### config.mk
export PLATFORM = sky130hd
export DESIGN_NAME = cpsc_check
export DESIGN_NICKNAME = d
export VERILOG_FILES = /design/src/design/cpsc_pkg.sv /design/src/design/cpsc_perm_legal.sv /design/src/design/cpsc_check.sv
export VERILOG_INCLUDE_DIRS = /design/src /design/src/design
export SDC_FILE = /design/constraint.sdc
export NUM_CORES = 1
export LEC_CHECK = 0
export ABC_AREA = 1
export BUFFER_PORTS_ARGS = -buffer_cell sky130_fd_sc_hd__buf_2
export CAP_MARGIN = 20
export CORE_ASPECT_RATIO = 1.1
export CORE_MARGIN = 5
export CORE_UTILIZATION = 63
export CTS_BUF_LIST = sky130_fd_sc_hd__clkbuf_8
export DETAILED_ROUTE_END_ITERATION = 7
export HOLD_SLACK_MARGIN = 0.02
export MAX_ROUTING_LAYER = met4
export PLACE_DENSITY_LB_ADDON = 0.3
export SYNTH_ARGS = -nofsm -noshare
export SYNTH_HDL_FRONTEND = slang
export SYNTH_SLANG_ARGS = --single-unit
### constraint.sdc
create_clock -name ref_clk -period 1.9 [get_ports ref_clk]
set_input_delay 0.38 -clock ref_clk [delete_from_list [all_inputs] [get_ports ref_clk]]
set_output_delay 0.38 -clock ref_clk [all_outputs]
set_load 0.02 [all_outputs]
### src/design/cpsc_map.svh
// Offsets, field positions and fixed values of the capability check block
`ifndef CPSC_MAP_SVH
`define CPSC_MAP_SVH

// ==========================================================================
// Register byte offsets
`define CPSC_OFF_PERM_MASK   8'h00
`define CPSC_OFF_PERM_RES    8'h04
`define CPSC_OFF_ROOT_SEL    8'h08
`define CPSC_OFF_ROOT_PERM   8'h0c
`define CPSC_OFF_JUMP_CTRL   8'h10
`define CPSC_OFF_JUMP_STAT   8'h14
`define CPSC_OFF_EXP_REQ     8'h18
`define CPSC_OFF_EXP_STAT    8'h1c
`define CPSC_OFF_ADDR_BASE   8'h20
`define CPSC_OFF_ADDR_TOP    8'h24
`define CPSC_OFF_ADDR_CUR    8'h28
`define CPSC_OFF_ADDR_STAT   8'h2c
`define CPSC_OFF_PCREL_IMM   8'h30
`define CPSC_OFF_PCREL_RES   8'h34
`define CPSC_OFF_PARAMS      8'h38

// ==========================================================================
// Permission bit positions
`define CPSC_P_READ          0
`define CPSC_P_WRITE         1
`define CPSC_P_CAP           2
`define CPSC_P_LOAD_MUT      3
`define CPSC_P_LOAD_GLB      4
`define CPSC_P_STORE_LOC     5
`define CPSC_P_EXEC          6
`define CPSC_P_SYSREG        7
`define CPSC_P_USER_SW       8
`define CPSC_P_SEAL          9
`define CPSC_P_UNSEAL        10

// ==========================================================================
// Root permission sets
`define CPSC_ROOT_EXEC_PERMS 11'h0dd
`define CPSC_ROOT_DATA_PERMS 11'h03f
`define CPSC_ROOT_SEAL_PERMS 11'h700
`define CPSC_ROOT_SEL_EXEC   2'h0
`define CPSC_ROOT_SEL_DATA   2'h1
`define CPSC_ROOT_SEL_SEAL   2'h2

// ==========================================================================
// Compressed permission formats
`define CPSC_FMT_SEALING     2'h0
`define CPSC_FMT_EXEC        2'h1
`define CPSC_FMT_CAP_RW      2'h3
`define CPSC_FMT_CAP_RO      3'h5
`define CPSC_FMT_DATA        3'h4
`define CPSC_CODE_CAP_WO     5'h10

// ==========================================================================
// Jump selectors and type values
`define CPSC_REG_NULL        5'h00
`define CPSC_REG_RA          5'h01
`define CPSC_TYPE_UNSEALED   4'h0
`define CPSC_TYPE_SENTRY_LO  4'h1
`define CPSC_TYPE_FWD_HI     4'h3
`define CPSC_TYPE_BWD_LO     4'h4
`define CPSC_TYPE_BWD_HI     4'h5
`define CPSC_TYPE_NONX_BIAS  4'h8
`define CPSC_JC_RS1_LSB      0
`define CPSC_JC_RD_LSB       5
`define CPSC_JC_CT_LSB       10
`define CPSC_JC_TAG          13
`define CPSC_JC_EXEC         14
`define CPSC_JC_BWD_SEL      15

// ==========================================================================
// Base parameters
`define CPSC_MANTISSA_WIDTH  5'd9
`define CPSC_EXP_LIMIT       5'd14
`define CPSC_EXP_MAX         5'd24
`define CPSC_EXP_FIELD_MAX   4'hf
`define CPSC_PCREL_SHIFT     5'd11
`define CPSC_SW_PERM_COUNT   2'd1
`define CPSC_OOB_TAG_KEPT    1'b0
`define CPSC_PERM_COMPRESSED 1'b1
`define CPSC_BOUND_BITS      5'd18
`define CPSC_BOUND_BITS_GAIN 5'd2

`endif

### src/design/cpsc_pkg.sv
// Types shared by the capability check block
package cpsc_pkg;

  typedef logic [10:0] cpsc_perm_t;
  typedef logic [4:0]  cpsc_code_t;
  typedef logic [3:0]  cpsc_type_t;

  typedef enum logic [1:0] {
    CPSC_JUMP_CALL,
    CPSC_JUMP_RETURN,
    CPSC_JUMP_OTHER
  } cpsc_jump_kind_t;

endpackage

### src/design/cpsc_perm_legal.sv
// Permission legaliser: compressed encode and decode in one step
`timescale 1ns/1ns
`default_nettype none
`include "cpsc_map.svh"

module cpsc_perm_legal
  import cpsc_pkg::*;
(
  input  wire cpsc_perm_t req_perms,
  output cpsc_perm_t      legal_perms,
  output cpsc_code_t      perm_code
);

  logic r;
  logic w;
  logic c;

  assign r = req_perms[`CPSC_P_READ];
  assign w = req_perms[`CPSC_P_WRITE];
  assign c = req_perms[`CPSC_P_CAP];

  // ========================================================================
  // Encode: first matching format wins, unrepresentable bits drop
  always_comb
  begin
    if (req_perms[`CPSC_P_EXEC] && r && c)
      perm_code = {`CPSC_FMT_EXEC, req_perms[`CPSC_P_SYSREG],
                   req_perms[`CPSC_P_LOAD_MUT], req_perms[`CPSC_P_LOAD_GLB]};
    else if (r && w && c)
      perm_code = {`CPSC_FMT_CAP_RW, req_perms[`CPSC_P_STORE_LOC],
                   req_perms[`CPSC_P_LOAD_MUT], req_perms[`CPSC_P_LOAD_GLB]};
    else if (r && c)
      perm_code = {`CPSC_FMT_CAP_RO, req_perms[`CPSC_P_LOAD_MUT],
                   req_perms[`CPSC_P_LOAD_GLB]};
    else if (w && c)
      perm_code = `CPSC_CODE_CAP_WO;
    else if (r || w)
      perm_code = {`CPSC_FMT_DATA, r, w};
    else
      perm_code = {`CPSC_FMT_SEALING, req_perms[`CPSC_P_USER_SW],
                   req_perms[`CPSC_P_SEAL], req_perms[`CPSC_P_UNSEAL]};
  end

  // ========================================================================
  // Decode the compressed code back into the granted set
  always_comb
  begin
    legal_perms = '0;
    unique case (perm_code[4:3])
      `CPSC_FMT_SEALING:
      begin
        legal_perms[`CPSC_P_USER_SW] = perm_code[2];
        legal_perms[`CPSC_P_SEAL]    = perm_code[1];
        legal_perms[`CPSC_P_UNSEAL]  = perm_code[0];
      end
      `CPSC_FMT_EXEC:
      begin
        legal_perms[`CPSC_P_READ]     = 1'b1;
        legal_perms[`CPSC_P_CAP]      = 1'b1;
        legal_perms[`CPSC_P_EXEC]     = 1'b1;
        legal_perms[`CPSC_P_SYSREG]   = perm_code[2];
        legal_perms[`CPSC_P_LOAD_MUT] = perm_code[1];
        legal_perms[`CPSC_P_LOAD_GLB] = perm_code[0];
      end
      2'h2:
      begin
        if (perm_code[2])
        begin
          legal_perms[`CPSC_P_READ]     = 1'b1;
          legal_perms[`CPSC_P_CAP]      = 1'b1;
          legal_perms[`CPSC_P_LOAD_MUT] = perm_code[1];
          legal_perms[`CPSC_P_LOAD_GLB] = perm_code[0];
        end
        else if (perm_code[1:0] == 2'h0)
        begin
          legal_perms[`CPSC_P_WRITE] = 1'b1;
          legal_perms[`CPSC_P_CAP]   = 1'b1;
        end
        else
        begin
          legal_perms[`CPSC_P_READ]  = perm_code[1];
          legal_perms[`CPSC_P_WRITE] = perm_code[0];
        end
      end
      `CPSC_FMT_CAP_RW:
      begin
        legal_perms[`CPSC_P_READ]      = 1'b1;
        legal_perms[`CPSC_P_WRITE]     = 1'b1;
        legal_perms[`CPSC_P_CAP]       = 1'b1;
        legal_perms[`CPSC_P_STORE_LOC] = perm_code[2];
        legal_perms[`CPSC_P_LOAD_MUT]  = perm_code[1];
        legal_perms[`CPSC_P_LOAD_GLB]  = perm_code[0];
      end
    endcase
  end

endmodule
`default_nettype wire

### src/design/cpsc_check.sv
// Capability permission, sentry and jump check block with an APB slave
//
// Functional notes
// - Exactly one software-defined user permission, held only by sealing-format capabilities.
// - Three tagged, unsealed, global, full-range roots: executable, data, sealing.
// - No result grants execute with store, or seal/unseal/user with load/store.
// - Execute needs capability access and load; store-local needs load.
// - Permissions are kept in a compressed five-bit representation.
// - Types 1 to 5 are sentries, accepted by the indirect jump and unsealed.
// - A link written to the return-address register is sealed as type 4 or 5.
// - A link written to any other register stays unsealed.
// - Target types allowed depend on the source and destination selectors.
// - A prohibited pairing clears the tag of the new program counter.
// - Sentry meaning exists only on executable capabilities.
// - Bounds use a 9-bit mantissa, exponents 0 to 14 plus 24.
// - Moving the address outside bounds, except one past the end, clears the tag.
// - The PC-relative upper-immediate shift is 11 bit positions.
// - Exponent field cannot hold 15 to 23, so large sizes get coarse bounds.
// - The compact encoding spends two more bits on bounds than before.
`timescale 1ns/1ns
`default_nettype none
`include "cpsc_map.svh"

module cpsc_check
  import cpsc_pkg::*;
(
  input  wire logic        ref_clk,
  input  wire logic        sys_rst,
  input  wire logic        psel,
  input  wire logic        penable,
  input  wire logic        pwrite,
  input  wire logic [7:0]  paddr,
  input  wire logic [31:0] pwdata,
  output logic      [31:0] prdata,
  output logic             pready,
  output logic             pslverr
);

  // ========================================================================
  // Software-written state
  cpsc_perm_t  perm_mask_reg;
  cpsc_perm_t  perm_mask_next;
  logic [1:0]  root_sel_reg;
  logic [1:0]  root_sel_next;
  logic [15:0] jump_ctrl_reg;
  logic [15:0] jump_ctrl_next;
  logic [4:0]  exp_req_reg;
  logic [4:0]  exp_req_next;
  logic [31:0] addr_base_reg;
  logic [31:0] addr_base_next;
  logic [31:0] addr_top_reg;
  logic [31:0] addr_top_next;
  logic [31:0] addr_cur_reg;
  logic [31:0] addr_cur_next;
  logic [20:0] pcrel_imm_reg;
  logic [20:0] pcrel_imm_next;
  logic [31:0] prdata_reg;
  logic [31:0] prdata_next;

  // ========================================================================
  // Block state shown to software
  logic [15:0] perm_res_reg;
  logic [15:0] perm_res_next;
  logic [12:0] jump_stat_reg;
  logic [12:0] jump_stat_next;
  logic [9:0]  exp_stat_reg;
  logic [9:0]  exp_stat_next;
  logic        addr_tag_reg;
  logic        addr_tag_next;

  // ========================================================================
  // Combinational working signals
  logic            wr_en;
  logic            rd_setup;
  logic            addr_hit;
  cpsc_perm_t      root_perms;
  cpsc_perm_t      legal_perms;
  cpsc_code_t      perm_code;
  logic [4:0]      j_rs1;
  logic [4:0]      j_rd;
  logic [2:0]      j_ct;
  logic            j_exec;
  cpsc_type_t      tgt_type;
  cpsc_jump_kind_t jump_kind;
  logic            type_ok;
  logic            is_sentry;
  cpsc_type_t      link_type;
  logic [3:0]      exp_field;
  logic [4:0]      exp_dec;

  assign wr_en    = psel && penable && pwrite;
  assign rd_setup = psel && !penable && !pwrite;

  // ========================================================================
  // Address decode
  always_comb
  begin
    unique case (paddr)
      `CPSC_OFF_PERM_MASK, `CPSC_OFF_PERM_RES, `CPSC_OFF_ROOT_SEL,
      `CPSC_OFF_ROOT_PERM, `CPSC_OFF_JUMP_CTRL, `CPSC_OFF_JUMP_STAT,
      `CPSC_OFF_EXP_REQ, `CPSC_OFF_EXP_STAT, `CPSC_OFF_ADDR_BASE,
      `CPSC_OFF_ADDR_TOP, `CPSC_OFF_ADDR_CUR, `CPSC_OFF_ADDR_STAT,
      `CPSC_OFF_PCREL_IMM, `CPSC_OFF_PCREL_RES, `CPSC_OFF_PARAMS:
        addr_hit = 1'b1;
      default:
        addr_hit = 1'b0;
    endcase
  end

  assign pready  = 1'b1;
  assign pslverr = psel && penable && !addr_hit;
  assign prdata  = prdata_reg;

  // ========================================================================
  // Roots and permission restriction
  always_comb
  begin
    unique case (root_sel_reg)
      `CPSC_ROOT_SEL_EXEC: root_perms = `CPSC_ROOT_EXEC_PERMS;
      `CPSC_ROOT_SEL_DATA: root_perms = `CPSC_ROOT_DATA_PERMS;
      `CPSC_ROOT_SEL_SEAL: root_perms = `CPSC_ROOT_SEAL_PERMS;
      default:             root_perms = '0;
    endcase
  end

  // Narrowed set is legalised and compressed in a single pass
  cpsc_perm_legal u_legal (
    .req_perms   (root_perms & perm_mask_reg),
    .legal_perms (legal_perms),
    .perm_code   (perm_code)
  );

  // ========================================================================
  // Indirect jump selector and sentry check
  assign j_rs1  = jump_ctrl_reg[`CPSC_JC_RS1_LSB +: 5];
  assign j_rd   = jump_ctrl_reg[`CPSC_JC_RD_LSB +: 5];
  assign j_ct   = jump_ctrl_reg[`CPSC_JC_CT_LSB +: 3];
  assign j_exec = jump_ctrl_reg[`CPSC_JC_EXEC];

  // Non-executable sealed types decode above the sentry range
  always_comb
  begin
    if (j_exec || j_ct == 3'h0)
      tgt_type = {1'b0, j_ct};
    else
      tgt_type = 4'({1'b0, j_ct} + `CPSC_TYPE_NONX_BIAS);
  end

  always_comb
  begin
    if (j_rd == `CPSC_REG_RA)
      jump_kind = CPSC_JUMP_CALL;
    else if (j_rs1 == `CPSC_REG_RA && j_rd == `CPSC_REG_NULL)
      jump_kind = CPSC_JUMP_RETURN;
    else
      jump_kind = CPSC_JUMP_OTHER;
  end

  always_comb
  begin
    type_ok = 1'b0;
    unique case (jump_kind)
      CPSC_JUMP_CALL:
        type_ok = tgt_type <= `CPSC_TYPE_FWD_HI;
      CPSC_JUMP_RETURN:
        type_ok = tgt_type >= `CPSC_TYPE_BWD_LO &&
                  tgt_type <= `CPSC_TYPE_BWD_HI;
      CPSC_JUMP_OTHER:
        type_ok = tgt_type <= `CPSC_TYPE_SENTRY_LO;
    endcase
  end

  assign is_sentry = tgt_type >= `CPSC_TYPE_SENTRY_LO &&
                     tgt_type <= `CPSC_TYPE_BWD_HI;

  // Return link sealing picks the backward type from privileged state
  always_comb
  begin
    if (j_rd != `CPSC_REG_RA)
      link_type = `CPSC_TYPE_UNSEALED;
    else if (jump_ctrl_reg[`CPSC_JC_BWD_SEL])
      link_type = `CPSC_TYPE_BWD_HI;
    else
      link_type = `CPSC_TYPE_BWD_LO;
  end

  // ========================================================================
  // Exponent representation
  always_comb
  begin
    if (exp_req_reg <= `CPSC_EXP_LIMIT)
    begin
      exp_field = exp_req_reg[3:0];
      exp_dec   = exp_req_reg;
    end
    else
    begin
      exp_field = `CPSC_EXP_FIELD_MAX;
      exp_dec   = `CPSC_EXP_MAX;
    end
  end

  // ========================================================================
  // Next-state computation
  always_comb
  begin
    perm_mask_next = perm_mask_reg;
    root_sel_next  = root_sel_reg;
    jump_ctrl_next = jump_ctrl_reg;
    exp_req_next   = exp_req_reg;
    addr_base_next = addr_base_reg;
    addr_top_next  = addr_top_reg;
    addr_cur_next  = addr_cur_reg;
    pcrel_imm_next = pcrel_imm_reg;
    prdata_next    = prdata_reg;

    if (wr_en)
    begin
      unique case (paddr)
        `CPSC_OFF_PERM_MASK:  perm_mask_next = pwdata[10:0];
        `CPSC_OFF_ROOT_SEL:   root_sel_next  = pwdata[1:0];
        `CPSC_OFF_JUMP_CTRL:  jump_ctrl_next = pwdata[15:0];
        `CPSC_OFF_EXP_REQ:    exp_req_next   = pwdata[4:0];
        `CPSC_OFF_ADDR_BASE:  addr_base_next = pwdata;
        `CPSC_OFF_ADDR_TOP:   addr_top_next  = pwdata;
        `CPSC_OFF_ADDR_CUR:   addr_cur_next  = pwdata;
        `CPSC_OFF_PCREL_IMM:  pcrel_imm_next = pwdata[20:0];
        default:              ;
      endcase
    end

    if (rd_setup)
    begin
      unique case (paddr)
        `CPSC_OFF_PERM_MASK:  prdata_next = {21'h0, perm_mask_reg};
        `CPSC_OFF_PERM_RES:   prdata_next = {16'h0, perm_res_reg};
        `CPSC_OFF_ROOT_SEL:   prdata_next = {30'h0, root_sel_reg};
        `CPSC_OFF_ROOT_PERM:
          prdata_next = {2'h3, 16'h0, 3'h0, root_perms};
        `CPSC_OFF_JUMP_CTRL:  prdata_next = {16'h0, jump_ctrl_reg};
        `CPSC_OFF_JUMP_STAT:  prdata_next = {19'h0, jump_stat_reg};
        `CPSC_OFF_EXP_REQ:    prdata_next = {27'h0, exp_req_reg};
        `CPSC_OFF_EXP_STAT:   prdata_next = {22'h0, exp_stat_reg};
        `CPSC_OFF_ADDR_BASE:  prdata_next = addr_base_reg;
        `CPSC_OFF_ADDR_TOP:   prdata_next = addr_top_reg;
        `CPSC_OFF_ADDR_CUR:   prdata_next = addr_cur_reg;
        `CPSC_OFF_ADDR_STAT:  prdata_next = {31'h0, addr_tag_reg};
        `CPSC_OFF_PCREL_IMM:  prdata_next = {11'h0, pcrel_imm_reg};
        `CPSC_OFF_PCREL_RES:
          prdata_next = 32'({11'h0, pcrel_imm_reg} << `CPSC_PCREL_SHIFT);
        `CPSC_OFF_PARAMS:
          prdata_next = {3'h0, `CPSC_BOUND_BITS_GAIN,
                         `CPSC_BOUND_BITS,
                         `CPSC_PERM_COMPRESSED, `CPSC_OOB_TAG_KEPT,
                         `CPSC_SW_PERM_COUNT, `CPSC_PCREL_SHIFT,
                         `CPSC_EXP_MAX, `CPSC_MANTISSA_WIDTH};
        default:              prdata_next = 32'h0;
      endcase
    end

    // Status follows the written controls one cycle later
    perm_res_next = {perm_code, legal_perms};
    jump_stat_next = {1'b0, link_type != `CPSC_TYPE_UNSEALED, link_type,
                      is_sentry && type_ok,
                      jump_ctrl_reg[`CPSC_JC_TAG] && type_ok,
                      type_ok, tgt_type};
    exp_stat_next = {exp_req_reg > `CPSC_EXP_LIMIT, exp_field, exp_dec};
    // One past the end keeps the tag, anything further out loses it
    addr_tag_next = addr_cur_reg >= addr_base_reg &&
                    addr_cur_reg <= addr_top_reg;
  end

  // ========================================================================
  // State registers
  always_ff @(posedge ref_clk)
  begin
    if (sys_rst)
    begin
      perm_mask_reg <= '0;
      root_sel_reg  <= `CPSC_ROOT_SEL_EXEC;
      jump_ctrl_reg <= 16'h0;
      exp_req_reg   <= 5'h0;
      addr_base_reg <= 32'h0;
      addr_top_reg  <= 32'h0;
      addr_cur_reg  <= 32'h0;
      pcrel_imm_reg <= 21'h0;
      prdata_reg    <= 32'h0;
      perm_res_reg  <= 16'h0;
      jump_stat_reg <= 13'h0;
      exp_stat_reg  <= 10'h0;
      addr_tag_reg  <= 1'b0;
    end
    else
    begin
      perm_mask_reg <= perm_mask_next;
      root_sel_reg  <= root_sel_next;
      jump_ctrl_reg <= jump_ctrl_next;
      exp_req_reg   <= exp_req_next;
      addr_base_reg <= addr_base_next;
      addr_top_reg  <= addr_top_next;
      addr_cur_reg  <= addr_cur_next;
      pcrel_imm_reg <= pcrel_imm_next;
      prdata_reg    <= prdata_next;
      perm_res_reg  <= perm_res_next;
      jump_stat_reg <= jump_stat_next;
      exp_stat_reg  <= exp_stat_next;
      addr_tag_reg  <= addr_tag_next;
    end
  end

endmodule
`default_nettype wire

==> flow_metrics.py, run 1 <==
metrics = {
    "grt": {
        "grt_pass1_wl_mm": 53.4,
        "antenna_found_initial": 0,
        "grt_util_all_layers_pct": 34.6,
        "grt_overflow": 0,
        "grt_max_degree": 84,
        "grt_pass1_vias": 10500,
    },
    "sta": {
        "hold_viol": 0,
        "slew_viol_final": 0,
        "tightestPinTransition_ns": 0.596,
        "tns_ns": 0,
        "slew_headroom_pct": 60.2,
        "finalSetupViolCount": 0,
        "max_freq_mhz": 574,
        "fin_crit_sh_pct": 91.7,
        "rsz0062_at_grt": "false",
        "skew_ns": 0.0195,
        "min_period_ns": 1.74,
    },
    "critical_path": {
        "timing.critical_path.buf_inv": 1,
        "cp_max_fo": 3,
        "end_kind": "flop",
        "critPathTopFamily": "simple AND/OR/NAND/NOR gates",
        "crit_required_ns": 2.36,
        "max_stage_delay_ns": 0.31,
        "cp.arrival_ns": 2.21,
        "path_common_cell": "nand2_1",
        "startpoint_type": "flop",
        "critical_path_class": "flop to flop",
        "slowest_stage": "dfxtp_1",
        "worstPathCellList": "inv_1 > ha_1 > nand2_1 > nor2_1 > nand4_1 > nor4_2 > nand2_1 > nand2_1 > nand2_1 > nor2_1",
    },
    "cells_and_area": {
        "area_growth_pct": 14.4,
        "mostFrequentLayoutCells": "288 x nand2_1, 219 x dfxtp_1, 200 x a21oi_1",
        "layout_commonest_cell": "nand2_1",
        "antenna_cells": 0,
        "layout.cells.non_filler": 1879,
        "finalNetCount": 1729,
        "final_layout_size_suffix_gt1_share_pct": 13.4,
    },
    "synthesis": {
        "synth_edf_count": 0,
        "synth_cell_types": 42,
        "syn_inst": 1531,
        "synth-seq-cells": 219,
        "synth_async_sr_flop_share_pct": 0,
        "ys.flop_type": "dfxtp_1",
        "yosysWarnings": 0,
        "synth_nets": 1640,
        "synth_area_um2": 10900,
        "seq_area_frac_synth_pct": 40.2,
        "syn_avg_cell_area_um2": 7.13,
    },
    "routing": {
        "vias_per_cell": 5.77,
        "drtIter0Drc": 876,
        "vias": 10800,
        "first_pass_iters": 5,
        "drcViolationCount": 0,
        "drt-total-wl_mm": 33.7,
        "wl_per_cell_um": 18.0,
        "ant_nets": 0,
    },
    "power_and_ir_drop": {
        "power.switching_mw": 2.25,
        "pwr-share-seq_pct": 49.3,
        "swShare_pct": 24.1,
        "max-vdd-ir-drop_v": 0.000800,
        "p_comb_share_pct": 4.4,
        "power_leakage_nw": 5.41,
        "power.density_nw_per_um2": 747,
        "total_power_mw": 9.33,
        "power.share.clock_pct": 46.3,
        "p_int_mw": 7.08,
    },
    "clocking": {
        "post_cts_buffers": 0,
        "htree_levels": 2,
        "cts_tree": "done",
        "clk_path_buf_depth": 3,
        "cts_sinks": 219,
        "cts_resized": 0,
        "holdBufCountCts": 0,
        "cts_buffers": 36,
        "path_clk_slew_ns": 0.07,
        "clockRootBuffer": "clkbuf_8",
        "clkLatencyLatePin_ns": 0.54,
    },
    "outcome": {
        "status": "finished clean",
    },
    "placed_design": {
        "dp_hpwl_mm": 24.0,
        "port_buffers": 77,
        "routabilityCongestion": 1.01,
        "placedCellCount": 1816,
    },
    "flow_run": {
        "cap_violations": 0,
    },
    "floorplanning": {
        "die_area_um2": 20100,
        "die_x_um": 135,
        "start_util_pct": 64.1,
        "ios": 79,
        "core_um2": 17000,
        "die_h_um": 148,
        "rows": 50,
    },
    "min_path": {
        "hp-class": "primary input to flop",
    },
}
==> through the flow <==
step                hold WS, ns  setup slack, ns  utilization, %  cell area (um^2)
global route              0.145          0.00453            73.4             12500
CTS                       0.120            0.121            73.3             12500
finish                    0.141            0.158            73.4             12500
detailed placement        0.451          0.00375            68.8             11700
floorplan                 0.427            0.375               -             10900
global placement          0.447           0.0721            68.8             11700
==> power groups by stage <==
stage | sequential, mW | combinational (mW) | clock [mW]
6_report | 4.60 | 0.407 | 4.32
5_1_grt | 4.60 | 0.433 | 4.56
4_1_cts | 4.60 | 0.393 | 4.35
3_5_place_dp | 4.70 | 0.389 | 0
3_3_place_gp | 4.70 | 0.383 | 0
2_1_floorplan | 4.70 | 0.204 | 0
==> cells in the mapped netlist, types with 8 or more instances <==
| cell type | n | area, um^2 |
|---|---|---|
| nand2_1 | 288 | 1080 |
| dfxtp_1 | 219 | 4380 |
| a21oi_1 | 200 | 1000 |
| inv_1 | 167 | 627 |
| o21ai_0 | 167 | 836 |
| nor2_1 | 160 | 601 |
| nand3_1 | 68 | 340 |
| ha_1 | 64 | 801 |
| clkbuf_1 | 33 | 124 |
| o21ai_1 | 24 | 120 |
| buf_2 | 20 | 100 |
| o22ai_1 | 19 | 119 |
| nor3_1 | 11 | 55.1 |
| inv_2 | 10 | 37.5 |
| nand4_1 | 9 | 56.3 |
| buf_6 | 8 | 90.1 |
==> per-layer routing <==
metal	global-route usage, %	up-vias	wire, um
met3	5.72	162	2920
li1	-	5215	-
met4	20.6	0	2260
met5	-	-	0
met1	40.4	4899	12700
met2	56.0	563	15900
==> area by class of cell <==
class                      count  area, um^2
clock buffer                  47         647
multi-input combinational   1064        5520
fill                        1465        4530
sequential                   219        4380
inverter                     178         671
timing repair buffer         121         866
tap                          234         293
clock inverter                16         106
==> worst reg2reg max path, stage by stage, from the launching register on <==
cell,delay (ns)
dfxtp_1,0.31
inv_1,0.08
ha_1,0.31
nand2_1,0.07
nor2_1,0.18
nand4_1,0.20
nor4_2,0.22
nand2_1,0.08
nand2_1,0.06
nand2_1,0.04
nor2_1,0.12
==> worst paths after layout <==
kind / start / endpoint / slack (ns) / cells past startpoint
setup / recovery: addr_base_reg[31] / addr_tag_reg / 0.16 / 10
hold / removal: pwdata[21] / addr_base_reg[21] / 0.14 / 3
setup reg to reg: addr_base_reg[31] / addr_tag_reg / 0.16 / 10
hold reg to reg: exp_req_reg[0] / exp_stat_reg[0] / 0.45 / 2
==> cells by family after synthesis <==
kind of cell	count (synthesis)	share of synthesized area, %
compound gates	427	20.2
fa+ha+maj	64	7.34
buf+inv	248	9.58
flops	219	40.2
other cells	1	0.0344
simple gates	572	22.7
Power figures use the tool's default switching activity.
==> inputs of run 2 (changes only) <==
Settings changed: CORE_ASPECT_RATIO 1.1 to 0.7, CORE_UTILIZATION 63 to 57.
Clock period 1.9 ns to 1.56 ns, I/O delays scaled along.
==> flow_metrics.py, run 2 (synthesized netlist as in run 1, its figures left out) <==
metrics = {
    "sta": {
        "fin_crit_sh_pct": 108,
        "holdWs_ns": 0.0700,
        "skew_ns": 0.0175,
        "finalSetupViolCount": 1,
        "slew_headroom_pct": 60.2,
        "rsz0062_at_grt": "true",
        "max_freq_mhz": 592,
        "tns_ns": -0.129,
        "tightestPinTransition_ns": 0.596,
        "hold_viol": 0,
        "min_period_ns": 1.69,
        "timing.final.ws_setup_ns": -0.129,
        "slew_viol_final": 0,
    },
    "critical_path": {
        "cp.arrival_ns": 2.12,
        "slowest_stage": "dfxtp_1",
        "worstPathCellList": "inv_2 > ha_4 > nand2_2 > nor4_2 > buf_4 > nand2_1 > nand2_1 > nand2_1 > a21oi_2 > nor2_1",
        "reg2reg_to": "addr_tag_reg",
        "startpoint_type": "flop",
        "end_kind": "flop",
        "rr_worst_depth": 10,
        "rrSetupSlack_ns": -0.13,
        "cp_max_fo": 2,
        "r2r-start": "addr_top_reg[13]",
        "max_stage_delay_ns": 0.33,
        "crit_required_ns": 1.99,
        "path_common_cell": "nand2_1",
        "critical_path_class": "flop to flop",
    },
    "min_path": {
        "hold_end": "pcrel_imm_reg[20]",
        "hold_depth": 3,
        "hp-class": "primary input to flop",
        "hp-start": "pwdata[20]",
    },
    "cells_and_area": {
        "mostFrequentLayoutCells": "277 x nand2_1, 202 x dfxtp_1, 196 x a21oi_1",
        "area_growth_pct": 24.7,
        "final_layout_size_suffix_gt1_share_pct": 22.3,
        "antenna_cells": 0,
        "nFillCells": 1487,
        "finalNetCount": 1834,
        "layout_commonest_cell": "nand2_1",
    },
    "routing": {
        "first_pass_iters": 5,
        "drt-total-wl_mm": 38.0,
        "vias": 11500,
        "vias_per_cell": 5.80,
        "wl_per_cell_um": 19.1,
        "drcViolationCount": 0,
        "ant_nets": 0,
        "drtIter0Drc": 1703,
    },
    "floorplanning": {
        "rows": 42,
        "die_x_um": 175,
        "start_util_pct": 57.9,
        "die_h_um": 126,
        "ios": 79,
        "core_um2": 18900,
        "die_area_um2": 22100,
    },
    "power_and_ir_drop": {
        "max-vdd-ir-drop_v": 0.000660,
        "power_leakage_nw": 5.94,
        "power.density_nw_per_um2": 800,
        "total_power_mw": 10.9,
    },
    "outcome": {
        "failed_checks": "negative setup slack",
        "status": "complete, but fails checks",
    },
    "flow_run": {
        "cap_violations": 0,
    },
    "grt": {
        "grt_pass1_vias": 10700,
        "grt_pass1_wl_mm": 58.0,
        "antenna_found_initial": 0,
        "grt_overflow": 0,
        "grt_max_degree": 59,
        "grt_util_all_layers_pct": 34.1,
    },
    "clocking": {
        "clkLatencyLatePin_ns": 0.54,
        "clockRootBuffer": "clkbuf_8",
        "path_clk_slew_ns": 0.07,
        "cts_sinks": 219,
        "cts_buffers": 35,
        "holdBufCountCts": 0,
        "cts_tree": "done",
        "clk_path_buf_depth": 3,
        "htree_levels": 2,
    },
    "placed_design": {
        "dp_hpwl_mm": 27.0,
        "routabilityCongestion": 0.973,
        "place_ws_ns": -0.319,
        "port_buffers": 77,
    },
}
[run 2: changes by cell type in the layout (fill, tap and decap cells not counted), moves of 5 or more]
cell      previous run  this run
buf_4               32       132
dfxtp_1            219       202
dfxtp_2              0        17
ha_1                64        50
ha_4                 0        14
nor2_1             159       147
nand2_1            288       277
inv_2               11        21
nor2_2               5        14
buf_12              12        20
inv_1              174       167
nand2_2              5        12
clkbuf_8            47        42
[run 2: worst max-delay path by stage]
stage,from,endpoint,cells past startpoint
after CTS,addr_base_reg[30],addr_tag_reg,10
after global placement,paddr[0],pcrel_imm_reg[13],9
final,addr_top_reg[13],addr_tag_reg,10
after floorplan,paddr[6],jump_ctrl_reg[12],9
after global routing,addr_top_reg[12],addr_tag_reg,10
after detailed placement,paddr[3],prdata[19],10
[run 2: report_power, final]
part           leakage [nW]  switching [mW]  internal (mW)
Clock                 0.373            2.31           2.43
Sequential             1.77         0.00524           5.60
Combinational          3.79           0.376          0.173
[run 2: stage by stage]
stage               utilization [%]  instance area, um^2  cells
global route                   72.1                13600   1987
global placement               66.8                12600   1929
finish                         72.1                13600   1987
detailed placement             66.8                12600   1929
floorplan                         -                10900   1531
CTS                            71.0                13400   1986
[run 2: critical path: cells and delay by family (launching register included)]
kind                       cells  cell delay [ns]
AOI/OAI and AO/OA              1             0.14
adders and majority gates      1             0.27
buffers and inverters          2             0.23
DFF                            1             0.33
and+or+nand+nor                6             0.60
[run 2: final cells by class]
class | instances | area, um^2 | area share (%)
multi-input combinational | 1064 | 5820 | 42.8
sequential | 219 | 4410 | 32.4
timing repair buffer | 227 | 1770 | 13.0
inverter | 178 | 671 | 4.93
clock buffer | 42 | 578 | 4.25
tap | 242 | 303 | 2.22
clock inverter | 15 | 67.6 | 0.496
[run 2: what timing repair did]
action	4_1_cts	5_1_grt
gates cloned	0	0
pin swaps	14	20
resized for setup	34	52
buffers inserted	0	1
endpoints found under the hold margin	0	0
setup endpoints to repair	1	10
[run 2: per-layer routing]
| metal | vias up | global-route usage [%] | wire length (um) |
|---|---|---|---|
| met5 | - | - | 0 |
| met2 | 726 | 47.1 | 15600 |
| met3 | 87 | 10.8 | 5530 |
| met4 | 0 | 9.93 | 960 |
| li1 | 5422 | - | - |
| met1 | 5285 | 47.9 | 15900 |
